<file path="src/core/stop_wake_defines.svh">
/*
  stop-mode wake-up control: offsets, field positions, reset values, timing.
  assumes inclusion by bare name from the design module and the bench.
*/
`ifndef STOP_WAKE_DEFINES_SVH
`define STOP_WAKE_DEFINES_SVH

`define ADDR_MODE     4'h0
`define ADDR_CTRL     4'h1
`define ADDR_CLKSEL   4'h2
`define ADDR_STATUS   4'h3
`define ADDR_CLKSEL_HI 4'h4
`define MODE_SAVE_SEL_BIT  0
`define CTRL_STOP_REQ_BIT  0
`define CTRL_PIN_NMI_MASK  1
`define CTRL_WDT_NMI_MASK  2
`define CTRL_MASKABLE_MASK 3
`define CTRL_RESET    8'h00
`define MODE_RESET    8'h00
`define CLKSEL_RESET  8'h00
`define CLKSEL_HI_RESET 8'h00
`define CLKSEL_SUB_USED    0
`define CLKSEL_UNIT1_TICK  1
`define CLKSEL_WATCH_SUB   2
`define CLKSEL_T8_EXT      3
`define CLKSEL_T8_MATCH    4
`define CLKSEL_TH1_SUB     5
`define CLKSEL_WDT2_SUB    6
`define CLKSEL_SER0_EXT    7
`define CLKSEL_HI_SER1_EXT 0
`define CLKSEL_HI_BAUD_EXT 1
`define OST_NS        1000
`define CLK_NS        100
`define OST_CYCLES    ((`OST_NS + `CLK_NS - 1) / `CLK_NS)

`endif

</file>
<file path="src/core/stop_wake_pkg.sv">
/*
  types for the stop-mode wake-up control.
  assumes the defines header sits beside it.
*/
package stop_wake_pkg;
  typedef enum logic [1:0] {st_run, st_stop, st_settle} stop_state_t;

  typedef struct packed {
    logic nmi_pin;
    logic nmi_wdt;
    logic mask_irq;
    logic [3:0] irq_prio;
  } wake_req_t;

  typedef struct packed {
    logic sub_used;
    logic unit1_watch_tick;
    logic watch_timer_sub;
    logic timer8_ext_input;
    logic timer8_unit1_match;
    logic timer_h_unit1_sub;
    logic wdt2_sub;
    logic serial_ch0_ext_clock;
    logic serial_ch1_ext_clock;
    logic uart_ext_baud_clock;
  } clk_sel_t;
endpackage : stop_wake_pkg

</file>
<file path="src/core/stop_wakeup_control.sv">
/*
  stop-mode wake-up controller: entry by software, release by interrupt or
  reset, acknowledge decision, and per-peripheral clock gating during stop.
  assumes wake requests are levels on clk, reset is the ordinary device reset.
*/
`timescale 1ns/1ps
`include "stop_wake_defines.svh"

module stop_wakeup_control
  import stop_wake_pkg::*;
#(
  parameter int OST_CYCLES = `OST_CYCLES
) (
  input  wire logic       clk,
  input  wire logic       rst,
  input  wire logic [3:0] addr,
  input  wire logic [7:0] wdata,
  input  wire logic       wr,
  input  wire logic       rd,
  output logic      [7:0] rdata,
  input  wire wake_req_t  req,
  input  wire logic       in_isr,
  input  wire logic [3:0] cur_prio,
  input  wire logic       irq_enabled_state,
  output logic            main_osc_en,
  output logic            sub_osc_en,
  output logic            core_clk_en,
  output logic            ack_q,
  output logic            branch_q,
  output logic            pending_q,
  output logic [9:0]      periph_run,
  output logic            stopped
);

  stop_state_t state_q, state_d;
  logic [7:0]  mode_q, mode_d, ctrl_q, ctrl_d, clksel_q, clksel_d;
  logic [7:0]  clksel_hi_q, clksel_hi_d;
  logic [7:0]  rdata_d;
  logic [15:0] ost_q, ost_d;
  logic        ack_d, branch_d, pend_d;
  logic        wake_nmi, wake_irq, wake, hi_prio;
  logic        main_d, sub_d, core_d, stopped_d;
  logic [9:0]  run_d;
  clk_sel_t    cs;

  // clock select fields, one register bit each
  always_comb begin
    cs.sub_used             = clksel_q[`CLKSEL_SUB_USED];
    cs.unit1_watch_tick     = clksel_q[`CLKSEL_UNIT1_TICK];
    cs.watch_timer_sub      = clksel_q[`CLKSEL_WATCH_SUB];
    cs.timer8_ext_input     = clksel_q[`CLKSEL_T8_EXT];
    cs.timer8_unit1_match   = clksel_q[`CLKSEL_T8_MATCH];
    cs.timer_h_unit1_sub    = clksel_q[`CLKSEL_TH1_SUB];
    cs.wdt2_sub             = clksel_q[`CLKSEL_WDT2_SUB];
    cs.serial_ch0_ext_clock = clksel_q[`CLKSEL_SER0_EXT];
    cs.serial_ch1_ext_clock = clksel_hi_q[`CLKSEL_HI_SER1_EXT];
    cs.uart_ext_baud_clock  = clksel_hi_q[`CLKSEL_HI_BAUD_EXT];
  end

  // wake sensing is pure combinational, no main clock needed
  always_comb begin
    wake_nmi = (req.nmi_pin & ~ctrl_q[`CTRL_PIN_NMI_MASK]) | (req.nmi_wdt & ~ctrl_q[`CTRL_WDT_NMI_MASK]);
    wake_irq = req.mask_irq & ~ctrl_q[`CTRL_MASKABLE_MASK];
    wake     = wake_nmi | wake_irq;
    hi_prio  = wake_nmi | ~in_isr | (req.irq_prio < cur_prio);
  end

  always_comb begin
    state_d   = state_q;
    mode_d    = mode_q;
    ctrl_d    = ctrl_q;
    clksel_d  = clksel_q;
    clksel_hi_d = clksel_hi_q;
    ost_d     = ost_q;
    ack_d     = 1'b0;
    branch_d  = 1'b0;
    pend_d    = pending_q;
    rdata_d   = 8'h00;
    if (wr && state_q == st_run) begin
      if (addr == `ADDR_MODE) begin
        mode_d = wdata;
      end else if (addr == `ADDR_CTRL) begin
        ctrl_d = wdata;
      end else if (addr == `ADDR_CLKSEL) begin
        clksel_d = wdata;
      end else if (addr == `ADDR_CLKSEL_HI) begin
        clksel_hi_d = wdata;
      end
    end
    if (rd) begin
      if (addr == `ADDR_MODE) begin
        rdata_d = mode_q;
      end else if (addr == `ADDR_CTRL) begin
        rdata_d = ctrl_q;
      end else if (addr == `ADDR_CLKSEL) begin
        rdata_d = clksel_q;
      end else if (addr == `ADDR_CLKSEL_HI) begin
        rdata_d = clksel_hi_q;
      end else if (addr == `ADDR_STATUS) begin
        rdata_d = {5'h00, pending_q, state_q};
      end
    end
    case (state_q)
      st_run: begin
        if (ctrl_q[`CTRL_STOP_REQ_BIT] && mode_q[`MODE_SAVE_SEL_BIT]) begin
          state_d = st_stop;
        end
      end
      st_stop: begin
        if (wake) begin
          state_d = st_settle;
          ost_d   = 16'(OST_CYCLES);
          ctrl_d[`CTRL_STOP_REQ_BIT] = 1'b0;
          if (hi_prio) begin
            ack_d    = 1'b1;
            branch_d = wake_nmi | irq_enabled_state;
          end else begin
            pend_d = 1'b1;
          end
        end
      end
      default: begin
        if (ost_q <= 16'h0001) begin
          state_d = st_run;
        end else begin
          ost_d = ost_q - 16'h0001;
        end
      end
    endcase
    if (ack_q) begin
      pend_d = 1'b0;
    end
    if (state_q == st_stop && wake && !hi_prio) begin
      pend_d = 1'b1;
    end
    main_d    = (state_d != st_stop);
    sub_d     = 1'b1;
    core_d    = (state_d == st_run);
    stopped_d = (state_d == st_stop);
    run_d[0]  = ~stopped_d | (cs.sub_used & cs.unit1_watch_tick & cs.watch_timer_sub);
    run_d[1]  = ~stopped_d | cs.timer8_ext_input | (cs.sub_used & cs.timer8_unit1_match & run_d[0]);
    run_d[2]  = ~stopped_d | (cs.sub_used & cs.timer_h_unit1_sub);
    run_d[3]  = ~stopped_d | (cs.sub_used & cs.watch_timer_sub);
    run_d[4]  = ~stopped_d | (cs.sub_used & cs.wdt2_sub);
    run_d[5]  = ~stopped_d | cs.serial_ch0_ext_clock;
    run_d[6]  = ~stopped_d | cs.serial_ch1_ext_clock;
    run_d[7]  = ~stopped_d | cs.uart_ext_baud_clock;
    run_d[8]  = ~stopped_d;
    run_d[9]  = ~stopped_d;
  end

  // ordinary reset, no stop-specific handling
  always_ff @(posedge clk or posedge rst) begin
    if (rst) begin
      state_q     <= st_run;
      mode_q      <= `MODE_RESET;
      ctrl_q      <= `CTRL_RESET;
      clksel_q    <= `CLKSEL_RESET;
      clksel_hi_q <= `CLKSEL_HI_RESET;
      ost_q       <= 16'h0000;
      ack_q       <= 1'b0;
      branch_q    <= 1'b0;
      pending_q   <= 1'b0;
      rdata       <= 8'h00;
      main_osc_en <= 1'b1;
      sub_osc_en  <= 1'b1;
      core_clk_en <= 1'b1;
      stopped     <= 1'b0;
      periph_run  <= 10'h3ff;
    end else begin
      state_q     <= state_d;
      mode_q      <= mode_d;
      ctrl_q      <= ctrl_d;
      clksel_q    <= clksel_d;
      clksel_hi_q <= clksel_hi_d;
      ost_q       <= ost_d;
      ack_q       <= ack_d;
      branch_q    <= branch_d;
      pending_q   <= pend_d;
      rdata       <= rdata_d;
      main_osc_en <= main_d;
      sub_osc_en  <= sub_d;
      core_clk_en <= core_d;
      stopped     <= stopped_d;
      periph_run  <= run_d;
    end
  end

  property p_release;
    @(posedge clk) disable iff (rst) (state_q == st_stop && wake) |=> state_q == st_settle;
  endproperty
  a_release: assert property (p_release) else $error("stop not released");

  property p_low_no_ack;
    @(posedge clk) disable iff (rst) (state_q == st_stop && wake && !hi_prio) |=> !ack_q && pending_q;
  endproperty
  a_low_no_ack: assert property (p_low_no_ack) else $error("low priority acknowledged");

  property p_high_ack;
    @(posedge clk) disable iff (rst) (state_q == st_stop && wake && hi_prio) |=> ack_q;
  endproperty
  a_high_ack: assert property (p_high_ack) else $error("high priority not acknowledged");

  property p_nmi_branch;
    @(posedge clk) disable iff (rst) (state_q == st_stop && wake_nmi) |=> branch_q;
  endproperty
  a_nmi_branch: assert property (p_nmi_branch) else $error("nmi did not branch");

  property p_di_next;
    @(posedge clk) disable iff (rst) (state_q == st_stop && !wake_nmi && !irq_enabled_state) |=> !branch_q;
  endproperty
  a_di_next: assert property (p_di_next) else $error("branched while disabled");

  property p_masked;
    @(posedge clk) disable iff (rst) (state_q == st_stop && !wake) |=> state_q == st_stop;
  endproperty
  a_masked: assert property (p_masked) else $error("masked source released stop");

  property p_osc;
    @(posedge clk) disable iff (rst) (state_q == st_stop) |-> !main_osc_en && sub_osc_en && !core_clk_en;
  endproperty
  a_osc: assert property (p_osc) else $error("oscillator state wrong in stop");

  property p_settle;
    @(posedge clk) disable iff (rst) (state_q == st_stop && wake) |=> !core_clk_en [*1] ##0 (state_q == st_settle);
  endproperty
  a_settle: assert property (p_settle) else $error("resumed before stabilization");

  property p_entry;
    @(posedge clk) disable iff (rst) (state_q == st_run && !mode_q[`MODE_SAVE_SEL_BIT]) |=> state_q != st_stop;
  endproperty
  a_entry: assert property (p_entry) else $error("stop entered without mode select");

  // per-unit run enables around stop
  property p_run_all;
    @(posedge clk) disable iff (rst) (state_d != st_stop) |=> periph_run == 10'h3ff;
  endproperty
  a_run_all: assert property (p_run_all) else $error("unit held outside stop");

  property p_held_units;
    @(posedge clk) disable iff (rst) (state_d == st_stop) |=> periph_run[9:8] == 2'b00 && !core_clk_en;
  endproperty
  a_held_units: assert property (p_held_units) else $error("main clock unit running in stop");

  property p_unit1;
    @(posedge clk) disable iff (rst)
      (state_d == st_stop && !(cs.sub_used && cs.unit1_watch_tick && cs.watch_timer_sub)) |=> !periph_run[0];
  endproperty
  a_unit1: assert property (p_unit1) else $error("timer16 unit1 running without watch tick");

  property p_timer8;
    @(posedge clk) disable iff (rst) (state_d == st_stop && !cs.timer8_ext_input && !cs.sub_used) |=> !periph_run[1];
  endproperty
  a_timer8: assert property (p_timer8) else $error("8-bit timers running without clock source");

  property p_sub_units;
    @(posedge clk) disable iff (rst) (state_d == st_stop && !cs.sub_used) |=> periph_run[4:2] == 3'b000;
  endproperty
  a_sub_units: assert property (p_sub_units) else $error("subclock unit running without subclock");

  property p_serial;
    @(posedge clk) disable iff (rst) (state_d == st_stop && !cs.serial_ch0_ext_clock) |=> !periph_run[5];
  endproperty
  a_serial: assert property (p_serial) else $error("clocked serial running without shift clock");

  property p_baud;
    @(posedge clk) disable iff (rst) (state_d == st_stop && !cs.uart_ext_baud_clock) |=> !periph_run[7];
  endproperty
  a_baud: assert property (p_baud) else $error("async serial running without baud clock");

  property p_pend_hold;
    @(posedge clk) disable iff (rst) (pending_q && !ack_q) |=> pending_q;
  endproperty
  a_pend_hold: assert property (p_pend_hold) else $error("pending request lost");

  property p_regs_hold;
    @(posedge clk) disable iff (rst)
      (state_q != st_run) |=> mode_q == $past(mode_q) && clksel_q == $past(clksel_q) && clksel_hi_q == $past(clksel_hi_q);
  endproperty
  a_regs_hold: assert property (p_regs_hold) else $error("register changed outside run");

  c_low: cover property (@(posedge clk) disable iff (rst) state_q == st_stop && wake && !hi_prio);
  c_nmi: cover property (@(posedge clk) disable iff (rst) state_q == st_stop && wake_nmi);
  c_back: cover property (@(posedge clk) disable iff (rst) state_q == st_settle ##1 state_q == st_run);
  c_di: cover property (@(posedge clk) disable iff (rst) state_q == st_stop && wake_irq && !irq_enabled_state);
  c_ext: cover property (@(posedge clk) disable iff (rst) stopped && periph_run[7]);

endmodule : stop_wakeup_control

</file>
<file path="config.mk">
export PLATFORM = sky130hd
export DESIGN_NAME = stop_wakeup_control
export DESIGN_NICKNAME = d
export VERILOG_FILES = /design/src/core/stop_wake_pkg.sv /design/src/core/stop_wakeup_control.sv
export VERILOG_INCLUDE_DIRS = /design/src /design/src/core
export SDC_FILE = /design/constraint.sdc
export NUM_CORES = 1
export LEC_CHECK = 0
export BUFFER_PORTS_ARGS = -buffer_cell sky130_fd_sc_hd__buf_2
export CAP_MARGIN = 20
export CORE_ASPECT_RATIO = 1.25
export CORE_MARGIN = 2
export CORE_UTILIZATION = 59
export CTS_BUF_LIST = sky130_fd_sc_hd__clkbuf_4
export DETAILED_ROUTE_END_ITERATION = 16
export GPL_TIMING_DRIVEN = 0
export PLACE_DENSITY = 0.81
export SLEW_MARGIN = 5
export SYNTH_ARGS = -nofsm -noshare
export SYNTH_HDL_FRONTEND = slang
export SYNTH_SLANG_ARGS = --single-unit
</file>
<file path="constraint.sdc">
create_clock -name clk -period 2.4 [get_ports clk]
set_input_delay 0.12 -clock clk [delete_from_list [all_inputs] [get_ports clk]]
set_output_delay 0.12 -clock clk [all_outputs]
set_load 0.03 [all_outputs]
</file>
==> results.py <==
metrics = {
    "synthesis": {
        "ys_ff_latch": 72,
        "synth_area_per_cell_sq_um": 11.2,
        "synth_area_sq_um": 3440,
        "postSynthNetCount": 340,
        "yosysWarnings": 0,
        "ys_seq_area_share_pct": 52.8,
        "ys_types": 54,
        "synth_flop_cell": "dfrtp_1",
        "synth-async-reset-ratio_pct": 100,
        "yosysTopAreaCellShare_pct": 45.1,
        "ys_top_cells_by_area": "dfrtp_1, mux2_2, dfstp_2",
        "synth_area_leader_cell": "dfrtp_1",
        "synthCells": 306,
        "synth_edf_count": 0,
    },
    "die": {
        "die-area_sq_um": 6460,
        "die_w_um": 72.3,
        "initial_core_util_pct": 60.3,
        "rows": 31,
        "ios": 54,
        "coreArea_sq_um": 5700,
        "fp.dieH_um": 89.3,
    },
    "timing": {
        "rsz0062_at_grt": "no",
        "fmax_mhz": 443,
        "skew_ns": 0.0131,
        "setup_slack_ns": 0.142,
        "hold_violations": 0,
        "fin_crit_sh_pct": 94.1,
        "slew_viol_final": 0,
        "relSlewSlack_pct": 39.3,
        "tightestPinTransition_ns": 0.908,
        "setup_viol": 0,
        "fin_crit_ns": 2.26,
    },
    "worst_hold_path": {
        "worstHoldStart": "in_isr",
        "hold_class": "in -> reg",
    },
    "clock_tree": {
        "path_clk_slew_ns": 0.12,
        "cts_max_path_buffers": 2,
        "cts-root-buf": "clkbuf_4",
        "h-tree-depth": 3,
        "cts_buffers": 9,
        "cts_num_sinks": 72,
        "cts_tree": "built",
        "clk-insertion-delay-late_ns": 0.42,
        "cts_setup_buffers": 0,
        "cts_resized": 0,
    },
    "place": {
        "place.gp.congestion": 0.846,
        "dp_slack_ns": 0.183,
        "dp_hpwl_mm": 5.24,
        "io_buffers": 51,
        "dp.cells": 424,
    },
    "drt": {
        "detail_route.iter0.violations": 167,
        "via_per_inst": 5.86,
        "num_vias": 2643,
        "drt-total-wl_mm": 7.46,
        "wl_per_cell_um": 16.5,
        "drtPass1Iterations": 4,
        "drc": 0,
        "ant_nets": 0,
    },
    "grt": {
        "grt_first_pass_wirelength_mm": 12.2,
        "antenna_found_initial": 0,
        "grt_max_degree": 73,
        "grt_use_total_pct": 25.0,
        "grt_pass1_vias": 2644,
        "grt.overflow.total": 0,
    },
    "power": {
        "ir_drop_mv": 0.377,
        "cellPowerDensity_nw_per_um2": 538,
        "leakage_nw": 1.93,
        "total_power_mw": 2.18,
    },
    "layout": {
        "n_fill_cell": 426,
        "area_growth_pct": 17.9,
        "final_nets": 414,
        "finalNonFillerCells": 451,
        "antenna-diode-count": 0,
        "final_util_pct": 71.1,
        "final_layout_size_suffix_gt1_share_pct": 32.2,
    },
    "critical_path": {
        "path_class": "reg -> reg",
        "critPathLaunchType": "flip-flop",
        "r2r-start": "state_q[1]$_DFF_PP0_",
        "cp_max_fo": 10,
        "cp.required_ns": 2.72,
        "crit_start": "state_q[1]$_DFF_PP0_",
        "cp-end-kind": "flip-flop",
        "arrival_ns": 2.57,
    },
    "run": {
        "maxCapViolCount": 0,
    },
    "run_status": {
        "status": "completed",
    },
}
-- cell usage in the layout, fill, tap and decap left out, drive strengths merged, types with 8 or more instances in the layout --
cell,instances
buf,57
nand2,30
nand2b,13
o21ai,11
mux2,31
a22oi,8
mux2i,9
dlygate4sd3,11
dfstp,10
nor2,18
dfrtp,62
inv,14
clkbuf,15
a21oi,9
-- power breakdown --
group,switching [mW],leakage [nW],internal (mW)
clock network,0.450,0.0683,0.316
logic,0.105,0.923,0.0733
registers,0.0104,0.940,1.23
total,0.566,1.93,1.62
-- cells by family (layout without fill, tap and decap cells) --
family,count (synthesis),count (layout),share of synthesized area [%]
and+or+nand+nor,103,103,16.5
DFF,72,72,52.8
AOI/OAI and AO/OA,60,60,12.7
muxes,40,40,12.8
buffers and inverters,24,103,3.02
adders and majority gates,5,5,1.82
other,1,1,0.109
xor gates and xnor gates,1,1,0.255
-- registers in the layout, summed over array words and instances, names as in the netlist --
| register | count |
|---|---|
| clksel_hi_q | 8 |
| branch_q | 1 |
| periph_run | 8 |
| state_q | 2 |
| clksel_q | 8 |
| ack_q | 1 |
| ost_q | 16 |
| ctrl_q | 8 |
| pending_q | 1 |
| stopped | 1 |
| main_osc_en | 1 |
| core_clk_en | 1 |
| rdata | 8 |
| mode_q | 8 |
-- cells in the mapped netlist (3+ instances only) --
library cell	number
nand2_1	30
a22oi_1	8
nor4_1	5
dfstp_2	10
nor3_1	3
nand3b_1	4
a21boi_0	3
o21ai_0	7
buf_4	3
mux2i_1	9
dfrtp_1	62
nor2_1	18
a21oi_1	9
a211o_1	6
o21ai_1	3
nand2b_1	13
clkbuf_1	6
inv_1	13
nor2b_1	7
mux2_2	31
nand3_1	4
o22ai_1	5
ha_1	5
a21o_1	4
-- repair_timing --
item / 4_1_cts / 5_1_grt
endpoints found under the setup margin: 0 / 0
hold buffers: 11 / 0
hold endpoints to repair: 97 / 0
-- critical path, cell delays in order (launching register included) --
cell and delay, ns:
dfrtp_1 0.39, buf_2 0.20, nor3b_1 0.54, nand4b_1 0.56, mux2_2 0.46
-- layout make-up --
cell class              count  area (sq um)  area share (%)
plain buffers              11          55.1            1.36
clock buffers               9          67.6            1.67
clock inverters             7          71.3            1.76
inverters                  13          51.3            1.27
multi-input cells         210          1520            37.5
flip-flops and latches     72          1810            44.8
well taps                  66          82.6            2.04
repair buffers             63           393            9.69
-- metrics by stage --
stage	area [sq um]	hold WS (ns)	setup TNS [ns]
after floorplan	3440	0.250	0
after global placement	3770	0.413	-20.37
after detailed placement	3800	0.225	0
after CTS	4050	0.0785	0
after global routing	4050	0.0927	0
final	4050	0.0873	0
-- metal layers --
| layer | vias to the layer above | share of wire, % | GRT usage (%) |
|---|---|---|---|
| met5 | - | 0 | 0 |
| met2 | 58 | 53 | 44.1 |
| met4 | 0 | 1.9 | 12.3 |
| met1 | 1319 | 41 | 29.6 |
| li1 | 1254 | - | - |
| met3 | 12 | 3.6 | 4.17 |
-- path summary, 6_finish.rpt --
| path | cells after the start | slack (ns) | end |
|---|---|---|---|
| worst min-delay path | 3 | 0.09 | branch_q$_DFF_PP0_ |
| worst max register to register | 4 | 0.14 | clksel_hi_q[1]$_DFFE_PP0P_ |
| max in group asynchronous | 4 | 1.77 | periph_run[4]$_DFF_PP1_ |
| worst max-delay path | 4 | 0.14 | clksel_hi_q[1]$_DFFE_PP0P_ |
| min in group asynchronous | 4 | 0.29 | mode_q[7]$_DFFE_PP0P_ |
| worst min register to register | 1 | 0.51 | mode_q[4]$_DFFE_PP0P_ |
Note: power is estimated with default switching activity, not from simulation.
